## config.mk

```make
export PLATFORM = sky130hd
export DESIGN_NAME = aerus_regs
export DESIGN_NICKNAME = d
export VERILOG_FILES = /design/src/hdl/aerus_regs.v /design/src/hdl/aerus_sticky_bit.v
export VERILOG_INCLUDE_DIRS = /design/src /design/src/include
export SDC_FILE = /design/constraint.sdc
export NUM_CORES = 1
export LEC_CHECK = 0
export ABC_AREA = 1
export ABC_CLOCK_PERIOD_IN_PS = 2600
export BUFFER_PORTS_ARGS = -buffer_cell sky130_fd_sc_hd__buf_2
export CAP_MARGIN = 20
export CORE_ASPECT_RATIO = 0.6
export CORE_MARGIN = 2
export CORE_UTILIZATION = 47
export DETAILED_ROUTE_END_ITERATION = 7
export GPL_TIMING_DRIVEN = 0
export PLACE_DENSITY = 0.86
export SLEW_MARGIN = 20
export SYNTH_ARGS = -nofsm -noshare
export SYNTH_HDL_FRONTEND = slang
export SYNTH_SLANG_ARGS = --single-unit
```

## constraint.sdc

```tcl
create_clock -name clk -period 2.6 [get_ports clk]
set_input_delay 0.39 -clock clk [delete_from_list [all_inputs] [get_ports clk]]
set_output_delay 0.39 -clock clk [all_outputs]
set_load 0.02 [all_outputs]
```

## src/include/aerus_defs.vh

```
// constants for the error report capability header and uncorrectable status
// assumes inclusion by bare name from design files
`ifndef AERUS_DEFS_VH
`define AERUS_DEFS_VH

`define AERUS_OFF_CAP_HDR      12'h100
`define AERUS_OFF_UNC_STATUS   12'h104

`define AERUS_CAP_ID_VAL       16'h0001
`define AERUS_CAP_VER_VAL      4'h1
`define AERUS_NEXT_PTR_RST     12'h000

`define AERUS_CAP_ID_LSB       0
`define AERUS_CAP_VER_LSB      16
`define AERUS_NEXT_PTR_LSB     20

`define AERUS_BIT_OBSOLETE     0
`define AERUS_BIT_LINK_PROTO   4
`define AERUS_BIT_SURPRISE     5
`define AERUS_BIT_POISONED     12
`define AERUS_BIT_FLOW_CREDIT  13
`define AERUS_BIT_COMPL_TO     14
`define AERUS_BIT_COMPL_ABORT  15
`define AERUS_BIT_UNEXP_COMPL  16
`define AERUS_BIT_RX_OVERFLOW  17
`define AERUS_BIT_MALFORMED    18
`define AERUS_BIT_E2E_CRC      19
`define AERUS_BIT_UNSUPP_REQ   20
`define AERUS_BIT_ACS_VIOL     21
`define AERUS_BIT_INTERNAL     22
`define AERUS_BIT_MC_BLOCKED   23

// implemented status bits, each clearable by a write: 0, 4, 5, 12, 13, 16..23
`define AERUS_STATUS_IMPL      32'h00FF3031
`define AERUS_STATUS_RST       32'h00000000

`endif

```

## src/hdl/aerus_regs.v

```verilog
// error report capability header and uncorrectable error status registers
// assumes a simple one-cycle configuration access port and pulse events
// from the port's error detectors, all synchronous to clk
`timescale 1ns/1ps
`default_nettype none
`include "aerus_defs.vh"

// Behaviour
// RULE_01 - capability id reads constant one, read-only
// RULE_02 - capability version reads constant one, read-only
// RULE_03 - next pointer lock-writable, zero ends list
// RULE_04 - obsolete bit zero sticky, never set
// RULE_05 - link protocol error sets bit four
// RULE_06 - surprise down sets bit five when capable
// RULE_07 - poisoned packet sets bit twelve
// RULE_08 - flow control violation sets bit thirteen
// RULE_09 - completion timeout bit fourteen tied zero
// RULE_10 - completer abort never set; acs counted
// RULE_11 - unexpected completion sets bit sixteen
// RULE_12 - receive overflow sets bit seventeen
// RULE_13 - malformed packet sets bit eighteen
// RULE_14 - end-to-end crc failure sets bit nineteen
// RULE_15 - unsupported request sets bit twenty
// RULE_16 - access control violation sets bit twenty-one
// RULE_17 - internal error sets bit twenty-two
// RULE_18 - blocked multicast sets bit twenty-three
// RULE_19 - masks never stop status bits setting
// RULE_20 - sticky across warm reset; zero writes ignored
// RULE_21 - reserved bits read zero, ignore writes
module aerus_regs
#(
  parameter [11:0] NEXT_PTR_DEFAULT = `AERUS_NEXT_PTR_RST
)
(
  input  wire        clk,
  input  wire        rst,
  input  wire        cold_rst,
  input  wire        cfg_wr,
  input  wire        cfg_rd,
  input  wire [11:0] cfg_addr,
  input  wire [3:0]  cfg_be,
  input  wire [31:0] cfg_wdata,
  input  wire        write_lock,
  output reg  [31:0] cfg_rdata_q,
  output reg         cfg_ack_q,
  input  wire        link_protocol_error_flag,
  input  wire        surprise_down_flag,
  input  wire        surprise_down_report_capable,
  input  wire        poisoned_tlp_evt,
  input  wire        flow_credit_protocol_flag,
  input  wire        unexpected_completion_flag,
  input  wire        receiver_overflow_flag,
  input  wire        malformed_tlp_evt,
  input  wire        end_to_end_crc_flag,
  input  wire        unsupported_request_flag,
  input  wire        access_control_violation_flag,
  input  wire        internal_error_flag,
  input  wire        multicast_blocked_flag,
  output wire [31:0] status_vec
);

  ////////////////////////////////////////////////////////////////////////////
  // decode and byte-lane expansion

  wire        hdr_sel;
  wire        sts_sel;
  wire [31:0] be_mask;
  wire [31:0] clr_vec;
  wire [31:0] set_vec;
  wire [31:0] hdr_val;
  reg  [11:0] next_ptr_q;
  reg  [11:0] next_ptr_d;
  reg  [31:0] rdata_d;

  assign hdr_sel = (cfg_addr == `AERUS_OFF_CAP_HDR);
  assign sts_sel = (cfg_addr == `AERUS_OFF_UNC_STATUS);

  assign be_mask = {{8{cfg_be[3]}}, {8{cfg_be[2]}},
                    {8{cfg_be[1]}}, {8{cfg_be[0]}}};

  // only ones in enabled lanes of implemented bits clear; zeros do nothing
  assign clr_vec = (cfg_wr && sts_sel) ?
                   (cfg_wdata & be_mask & `AERUS_STATUS_IMPL) :
                   32'h00000000; // [RULE_20] [RULE_21]

  ////////////////////////////////////////////////////////////////////////////
  // event map onto status positions; mask registers are not consulted here,
  // so masking can only ever affect logging further on

  assign set_vec[`AERUS_BIT_OBSOLETE]    = 1'b0; // [RULE_04]
  assign set_vec[3:1]                    = 3'h0;
  assign set_vec[`AERUS_BIT_LINK_PROTO]  =
         link_protocol_error_flag; // [RULE_05] [RULE_19]
  assign set_vec[`AERUS_BIT_SURPRISE]    =
         surprise_down_flag & surprise_down_report_capable; // [RULE_06]
  assign set_vec[11:6]                   = 6'h00;
  assign set_vec[`AERUS_BIT_POISONED]    = poisoned_tlp_evt; // [RULE_07]
  assign set_vec[`AERUS_BIT_FLOW_CREDIT] =
         flow_credit_protocol_flag; // [RULE_08]
  assign set_vec[`AERUS_BIT_COMPL_TO]    = 1'b0; // [RULE_09]
  // an abort due to acs arrives on the acs input, so this stays clear
  assign set_vec[`AERUS_BIT_COMPL_ABORT] = 1'b0; // [RULE_10]
  assign set_vec[`AERUS_BIT_UNEXP_COMPL] =
         unexpected_completion_flag; // [RULE_11]
  assign set_vec[`AERUS_BIT_RX_OVERFLOW] =
         receiver_overflow_flag; // [RULE_12]
  assign set_vec[`AERUS_BIT_MALFORMED]   = malformed_tlp_evt; // [RULE_13]
  assign set_vec[`AERUS_BIT_E2E_CRC]     = end_to_end_crc_flag; // [RULE_14]
  assign set_vec[`AERUS_BIT_UNSUPP_REQ]  =
         unsupported_request_flag; // [RULE_15]
  assign set_vec[`AERUS_BIT_ACS_VIOL]    =
         access_control_violation_flag; // [RULE_16] [RULE_10]
  assign set_vec[`AERUS_BIT_INTERNAL]    = internal_error_flag; // [RULE_17]
  assign set_vec[`AERUS_BIT_MC_BLOCKED]  =
         multicast_blocked_flag; // [RULE_18]
  assign set_vec[31:24]                  = 8'h00;

  ////////////////////////////////////////////////////////////////////////////
  // sticky flags, one cell per implemented position; every cell sits on
  // the cold reset only, so a warm reset of the port keeps logged errors

  // reserved and tied positions have no storage at all; the retired bit zero keeps a cell
  assign status_vec[3:1]                    = 3'h0; // [RULE_21]
  assign status_vec[11:6]                   = 6'h00; // [RULE_21]
  assign status_vec[`AERUS_BIT_COMPL_TO]    = 1'b0; // [RULE_09]
  assign status_vec[`AERUS_BIT_COMPL_ABORT] = 1'b0; // [RULE_10]
  assign status_vec[31:24]                  = 8'h00; // [RULE_21]

  // obsolete bit: software may clear it, but nothing ever sets it
  aerus_sticky_bit u_obsolete_bit
  (
    .clk        (clk),
    .sticky_rst (cold_rst),
    .set_evt    (set_vec[`AERUS_BIT_OBSOLETE]),
    .clr_w1c    (clr_vec[`AERUS_BIT_OBSOLETE]),
    .flag_q     (status_vec[`AERUS_BIT_OBSOLETE])
  ); // [RULE_04] [RULE_20]

  // data link protocol error
  aerus_sticky_bit u_link_proto_bit
  (
    .clk        (clk),
    .sticky_rst (cold_rst),
    .set_evt    (set_vec[`AERUS_BIT_LINK_PROTO]),
    .clr_w1c    (clr_vec[`AERUS_BIT_LINK_PROTO]),
    .flag_q     (status_vec[`AERUS_BIT_LINK_PROTO])
  ); // [RULE_05] [RULE_20]

  // surprise down, already gated by the reporting capability
  aerus_sticky_bit u_surprise_bit
  (
    .clk        (clk),
    .sticky_rst (cold_rst),
    .set_evt    (set_vec[`AERUS_BIT_SURPRISE]),
    .clr_w1c    (clr_vec[`AERUS_BIT_SURPRISE]),
    .flag_q     (status_vec[`AERUS_BIT_SURPRISE])
  ); // [RULE_06] [RULE_20]

  // poisoned packet seen on the port
  aerus_sticky_bit u_poisoned_bit
  (
    .clk        (clk),
    .sticky_rst (cold_rst),
    .set_evt    (set_vec[`AERUS_BIT_POISONED]),
    .clr_w1c    (clr_vec[`AERUS_BIT_POISONED]),
    .flag_q     (status_vec[`AERUS_BIT_POISONED])
  ); // [RULE_07] [RULE_20]

  // flow control protocol violation
  aerus_sticky_bit u_flow_credit_bit
  (
    .clk        (clk),
    .sticky_rst (cold_rst),
    .set_evt    (set_vec[`AERUS_BIT_FLOW_CREDIT]),
    .clr_w1c    (clr_vec[`AERUS_BIT_FLOW_CREDIT]),
    .flag_q     (status_vec[`AERUS_BIT_FLOW_CREDIT])
  ); // [RULE_08] [RULE_20]

  // completion that matched no outstanding request
  aerus_sticky_bit u_unexp_compl_bit
  (
    .clk        (clk),
    .sticky_rst (cold_rst),
    .set_evt    (set_vec[`AERUS_BIT_UNEXP_COMPL]),
    .clr_w1c    (clr_vec[`AERUS_BIT_UNEXP_COMPL]),
    .flag_q     (status_vec[`AERUS_BIT_UNEXP_COMPL])
  ); // [RULE_11] [RULE_20]

  // receive buffer overflow
  aerus_sticky_bit u_rx_overflow_bit
  (
    .clk        (clk),
    .sticky_rst (cold_rst),
    .set_evt    (set_vec[`AERUS_BIT_RX_OVERFLOW]),
    .clr_w1c    (clr_vec[`AERUS_BIT_RX_OVERFLOW]),
    .flag_q     (status_vec[`AERUS_BIT_RX_OVERFLOW])
  ); // [RULE_12] [RULE_20]

  // malformed packet
  aerus_sticky_bit u_malformed_bit
  (
    .clk        (clk),
    .sticky_rst (cold_rst),
    .set_evt    (set_vec[`AERUS_BIT_MALFORMED]),
    .clr_w1c    (clr_vec[`AERUS_BIT_MALFORMED]),
    .flag_q     (status_vec[`AERUS_BIT_MALFORMED])
  ); // [RULE_13] [RULE_20]

  // end-to-end crc failure
  aerus_sticky_bit u_e2e_crc_bit
  (
    .clk        (clk),
    .sticky_rst (cold_rst),
    .set_evt    (set_vec[`AERUS_BIT_E2E_CRC]),
    .clr_w1c    (clr_vec[`AERUS_BIT_E2E_CRC]),
    .flag_q     (status_vec[`AERUS_BIT_E2E_CRC])
  ); // [RULE_14] [RULE_20]

  // unsupported request
  aerus_sticky_bit u_unsupp_req_bit
  (
    .clk        (clk),
    .sticky_rst (cold_rst),
    .set_evt    (set_vec[`AERUS_BIT_UNSUPP_REQ]),
    .clr_w1c    (clr_vec[`AERUS_BIT_UNSUPP_REQ]),
    .flag_q     (status_vec[`AERUS_BIT_UNSUPP_REQ])
  ); // [RULE_15] [RULE_20]

  // access control violation, which also takes the acs-driven aborts
  aerus_sticky_bit u_acs_viol_bit
  (
    .clk        (clk),
    .sticky_rst (cold_rst),
    .set_evt    (set_vec[`AERUS_BIT_ACS_VIOL]),
    .clr_w1c    (clr_vec[`AERUS_BIT_ACS_VIOL]),
    .flag_q     (status_vec[`AERUS_BIT_ACS_VIOL])
  ); // [RULE_16] [RULE_20]

  // uncorrectable internal error of this port
  aerus_sticky_bit u_internal_bit
  (
    .clk        (clk),
    .sticky_rst (cold_rst),
    .set_evt    (set_vec[`AERUS_BIT_INTERNAL]),
    .clr_w1c    (clr_vec[`AERUS_BIT_INTERNAL]),
    .flag_q     (status_vec[`AERUS_BIT_INTERNAL])
  ); // [RULE_17] [RULE_20]

  // multicast packet blocked at ingress
  aerus_sticky_bit u_mc_blocked_bit
  (
    .clk        (clk),
    .sticky_rst (cold_rst),
    .set_evt    (set_vec[`AERUS_BIT_MC_BLOCKED]),
    .clr_w1c    (clr_vec[`AERUS_BIT_MC_BLOCKED]),
    .flag_q     (status_vec[`AERUS_BIT_MC_BLOCKED])
  ); // [RULE_18] [RULE_20]

  ////////////////////////////////////////////////////////////////////////////
  // next capability pointer: writable only while the lock is open

  always @*
  begin
    next_ptr_d = next_ptr_q;
    if (cfg_wr && hdr_sel && !write_lock)
    begin
      // the field straddles lanes two and three; each half obeys its lane
      if (cfg_be[2])
        next_ptr_d[3:0] = cfg_wdata[`AERUS_NEXT_PTR_LSB +: 4];
      if (cfg_be[3])
        next_ptr_d[11:4] = cfg_wdata[`AERUS_NEXT_PTR_LSB + 4 +: 8];
    end
  end

  // warm reset restores the default; the lock guards it afterwards
  always @(posedge clk)
  begin
    if (rst)
      next_ptr_q <= NEXT_PTR_DEFAULT;
    else
      next_ptr_q <= next_ptr_d; // [RULE_03]
  end

  ////////////////////////////////////////////////////////////////////////////
  // read data; identifier and version are wired constants

  assign hdr_val = {next_ptr_q, `AERUS_CAP_VER_VAL,
                    `AERUS_CAP_ID_VAL}; // [RULE_01] [RULE_02] [RULE_03]

  // unmapped offsets read zero so a walk of the list never sees junk
  always @*
  begin
    rdata_d = 32'h00000000;
    if (cfg_rd && hdr_sel)
      rdata_d = hdr_val;
    else if (cfg_rd && sts_sel)
      rdata_d = status_vec; // [RULE_21]
  end

  // answer one cycle after any access, read or write, mapped or not
  always @(posedge clk)
  begin
    if (rst)
    begin
      cfg_rdata_q <= 32'h00000000;
      cfg_ack_q   <= 1'b0;
    end
    else
    begin
      cfg_rdata_q <= rdata_d;
      cfg_ack_q   <= cfg_rd | cfg_wr;
    end
  end

endmodule // aerus_regs

`default_nettype wire

```

## src/hdl/aerus_sticky_bit.v

```verilog
// one sticky write-one-to-clear status flag
// assumes the caller gates set and clear by the bit's own decode
`timescale 1ns/1ps
`default_nettype none

module aerus_sticky_bit
(
  input  wire clk,
  input  wire sticky_rst,
  input  wire set_evt,
  input  wire clr_w1c,
  output reg  flag_q
);

  reg flag_d;

  // set beats clear so an event in the clearing cycle is never lost
  always @*
  begin
    flag_d = flag_q;
    if (clr_w1c)
      flag_d = 1'b0;
    if (set_evt)
      flag_d = 1'b1;
  end

  // only the cold reset touches the flag; warm resets leave it
  always @(posedge clk)
  begin
    if (sticky_rst)
      flag_q <= 1'b0;
    else
      flag_q <= flag_d;
  end

endmodule // aerus_sticky_bit

`default_nettype wire

```

Word level (Yosys, flattened, before mapping)
Index checks and enable logic that the tools add are counted.
Operators by class
  equality and inequality tests: 2
  multiplexer cells: 27
  bitwise logic cells: 4
  reductions and logical operators: 22
Operators with widths (count)
  $mux W24: 2
  $mux W32: 1
  $and A24 B24 Y24: 1
  $eq A12 B9 Y1 const B: 2
  $mux W1: 24
  $reduce_bool A2 Y1: 12
  $logic_and A1 B1 Y1: 5
  $reduce_and A2 Y1: 2
  $reduce_or A3 Y1: 1
  $reduce_or A2 Y1: 1
  $and A1 B1 Y1: 1
  $logic_not A1 Y1: 1
  $not A1 Y1: 1
  $or A1 B1 Y1: 1
Word-level totals
  flip-flop bits (word level): 57
  input port bits: 67
  output and inout port bits: 65

Depth between registers and ports, before layout
  depth in word-level cells: 5
  gate-level depth with buffers: 8

Hierarchy
Synthesis repeated with hierarchy kept, for this count alone.
Second synthesis, totals
  cells, all modules: 287
  area, all modules: 2088.3 µm²
By module, submodules not included
  aerus_regs: instances 1, cells an instance 222, area each 1567.8 µm², sequential area each 680.7 µm²
  aerus_sticky_bit: instances 13, cells an instance 5, area each 40.0 µm², sequential area each 20.0 µm²

Least setup slack after synthesis
No wires, ideal clock.
  path kind: input -> register
  from: input port cfg_addr[7]
  to: register next_ptr_q[10]
  library setup time: 113 ps
  arrival time: 1223 ps
  required time: 2487 ps
  setup slack: 1263 ps
  stages: 6
  cell sequence: nor2_1 nand2_1 nor3_4 nand4_2 nor2_1 nor2_1
On the way
  word-level cells in the longest chain between the ends: 4
Ends and longest elaborated chain
  start, declared: RTL line aerus_regs.v:40  | input wire [11:0] cfg_addr,
  $eq A12 B9 Y1 (no source line)
  $logic_and A1 B1 Y1 (2 in a row): RTL line aerus_regs.v:265  | if (cfg_wr && hdr_sel && !write_lock)
  $reduce_and A2 Y1 (no source line)
  end signal, assigned: RTL line aerus_regs.v:281  | next_ptr_q <= next_ptr_d;
  end, declared: RTL line aerus_regs.v:71  | reg [11:0] next_ptr_q;
No other way between the ends.
A chain may end at the register's enable or synchronous reset.

Worst setup path after layout
  from: input port cfg_addr[11]
  to: register next_ptr_q[6]
Same word-level chain as after synthesis.

==> reports/qor.yml <==
outcome:
  status: "completed"
timing:
  slew_headroom_pct: 66.0
  finalCritPeriodShare_pct: 54.4
  min_period_ns: 1.41
  clock_skew_ns: 0.00602
  tightest_slew_ns: 0.510
  max_freq_mhz: 707
  setup_tns_ns: 0
  slew_viol_final: 0
  setup_viol: 0
  rsz0062_at_grt: "false"
  hold_viol_final: 0
synthesis:
  yosysWarnings: 0
  synth_area_per_cell_um2: 7.18
  postSynthCellCount: 311
  synth_area_leader_cell: "dfxtp_1"
  synthDominantCellAreaShare_pct: 41.3
  syn_area_mm2: 0.00223
  synthTopCellsByArea: "dfxtp_1 (41%), buf_4 (15%), inv_1 (10%)"
  yosys_register_bits: 46
  synth-seq-area-share_pct: 41.3
  synth_cell_type_count: 18
power_and_ir_drop:
  p_int_mw: 1.11
  p_per_area_mw_per_mm2: 507
  p_clk_share_pct: 36.2
  seqPwrFrac_pct: 48.3
  total_power_mw: 1.51
  power_frac_comb_pct: 15.5
  p_sw_mw: 0.398
  swShare_pct: 26.3
  ir_worst_vdd_mv: 0.314
  cellLeakagePower_nw: 1.76
global_routing:
  grt_max_degree: 17
  grt_usage_pct: 20.2
  grt_pass1_vias: 1881
  antenna_found_initial: 0
  grt_overflow_total: 0
  grt_pass1_wl_mm: 8.32
floorplanning:
  core_area_mm2: 0.00456
  dieArea_mm2: 0.00533
  io_pins: 132
  die_h_um: 57.4
  die_w_um: 93.0
  initial_utilization_pct: 48.9
  rows: 19
clock_network:
  cts_resized: 0
  clk_pin_slew_ns: 0.09
  cts_tree: "done"
  cts_setup_buffers: 0
  cts_buffer_depth: 2
  cts_max_level: 2
  cts-hold-fix-buffers: 0
  cts_buffers: 5
  clk_latency_ns: 0.30
  cts_root_buf: "clkbuf_8"
  clock_sinks: 46
worst_setup_path:
  path_common_cell: "nor2_1"
  crit_buf_inv: 1
  crit_path_cell_trace: "buf_2 -> nor2_1 -> nand2_1 -> nor3_4 -> nand4_2 -> nor2_1 -> nor2_1"
  cp_data_arrival_time_ns: 1.61
  path_class: "input pin to flop"
  path_max_fanout: 8
  cp_slowest_cell: "nor3_4"
  critical-path-top-delay-family: "simple AND/OR/NAND/NOR gates"
  worst_setup_path_start_kind: "input pin"
  cp_slowest_stage_delay_ns: 0.32
  required_ns: 2.80
  worstSetupEndpointType: "flop"
final_layout:
  register_area_um2: 921
  layout.nets: 503
  reg_top3: "cfg_rdata_q x21, next_ptr_q x12"
  multi_input_area_um2: 836
  n_antenna_cell: 0
  nFillCells: 429
  top_register: "cfg_rdata_q"
  drive_gt1_share_pct: 36.4
  layout_common_cells: "buf_2 (90), inv_1 (62), nand2_1 (60)"
  largest_reg_flops: 21
  syn2layout_area_growth_pct: 33.6
  final_common_cell: "buf_2"
place:
  dp_hpwl_mm: 4.26
  place_congestion: 0.772
  port_buffers: 88
job:
  drv_cap: 0
drt:
  post_drt_wl_per_cell_um: 10.6
  via_per_inst: 4.26
  vias: 2129
  drc_errors: 0
  drt_iter0_drc: 74
  first_pass_iters: 5
  ant_nets: 0
  drt_wl_total_mm: 5.28
min_path:
  hold_path.class: "input pin to flop"
## Yosys cell counts
cell / instances
inv_1: 62
nand2_1: 60
nor3_4: 1
nand3_2: 2
nor2_1: 35
buf_4: 44
nand4_2: 2
o21ai_1: 1
clkinv_1: 1
buf_2: 2
clkbuf_1: 2
nand4_1: 21
dfxtp_1: 46
conb_1: 1
nor2_2: 12
o21ai_0: 5
a21oi_1: 13
buf_1: 1
## cell type report
type / count / area share, %
Tap cell: 63 / 2.64
Clock inverter: 3 / 1.64
Multi-Input combinational cell: 183 / 28.0
Inverter: 63 / 7.93
Clock buffer: 5 / 2.31
Sequential cell: 46 / 30.9
Timing Repair Buffer: 88 / 14.8
Buffer: 49 / 11.8
## final timing paths
kind	start	endpoint	slack, ns	depth (start not counted)
worst min register to register	next_ptr_q[5]	cfg_rdata_q[25]	0.44	2
worst max-delay path	cfg_addr[11]	next_ptr_q[6]	1.19	7
worst max register to register	u_acs_viol_bit.flag_q	cfg_rdata_q[21]	1.91	2
worst min-delay path	cold_rst	u_unsupp_req_bit.flag_q	0.27	2
## routing by layer
layer / vias up / track usage [%] / share of wire (%)
met2: 81 / 33.7 / 46
met4: 0 / 3.36 / 0.19
met1: 936 / 26.7 / 46
met5: - / 0 / 0
li1: 1110 / - / -
met3: 2 / 5.68 / 7.7
## through the flow
step	util [%]	cells	area [µm²]	hold slack [ns]	setup slack, ns
after floorplan	-	341	2340	0.422	1.26
after CTS	65.3	500	2980	0.260	1.16
final	65.3	500	2980	0.266	1.19
after global placement	62.7	492	2860	0.432	0.890
after global routing	65.3	500	2980	0.259	1.04
after detailed placement	62.7	492	2860	0.434	0.840
## power by group through the flow
stage / Combinational (mW) / Clock, mW / Sequential (mW)
floorplan: 0.160 / 0 / 0.744
global route: 0.257 / 0.590 / 0.732
global placement: 0.228 / 0 / 0.745
detailed placement: 0.232 / 0 / 0.746
finish: 0.235 / 0.547 / 0.730
CTS: 0.232 / 0.558 / 0.729
## cell families after synthesis
kind of cell           synth area share, %
AND/OR/NAND/NOR                       28.0
other                                0.168
flip-flops                            41.3
buffers and inverters                 26.3
AO/OA/AOI/OAI                         4.26
## worst register-to-register path: stages, from the launching register on
cell	delay (ns)
dfxtp_1	0.40
nand4_1	0.10
o21ai_0	0.11
Power figures use the tool's default switching activity.
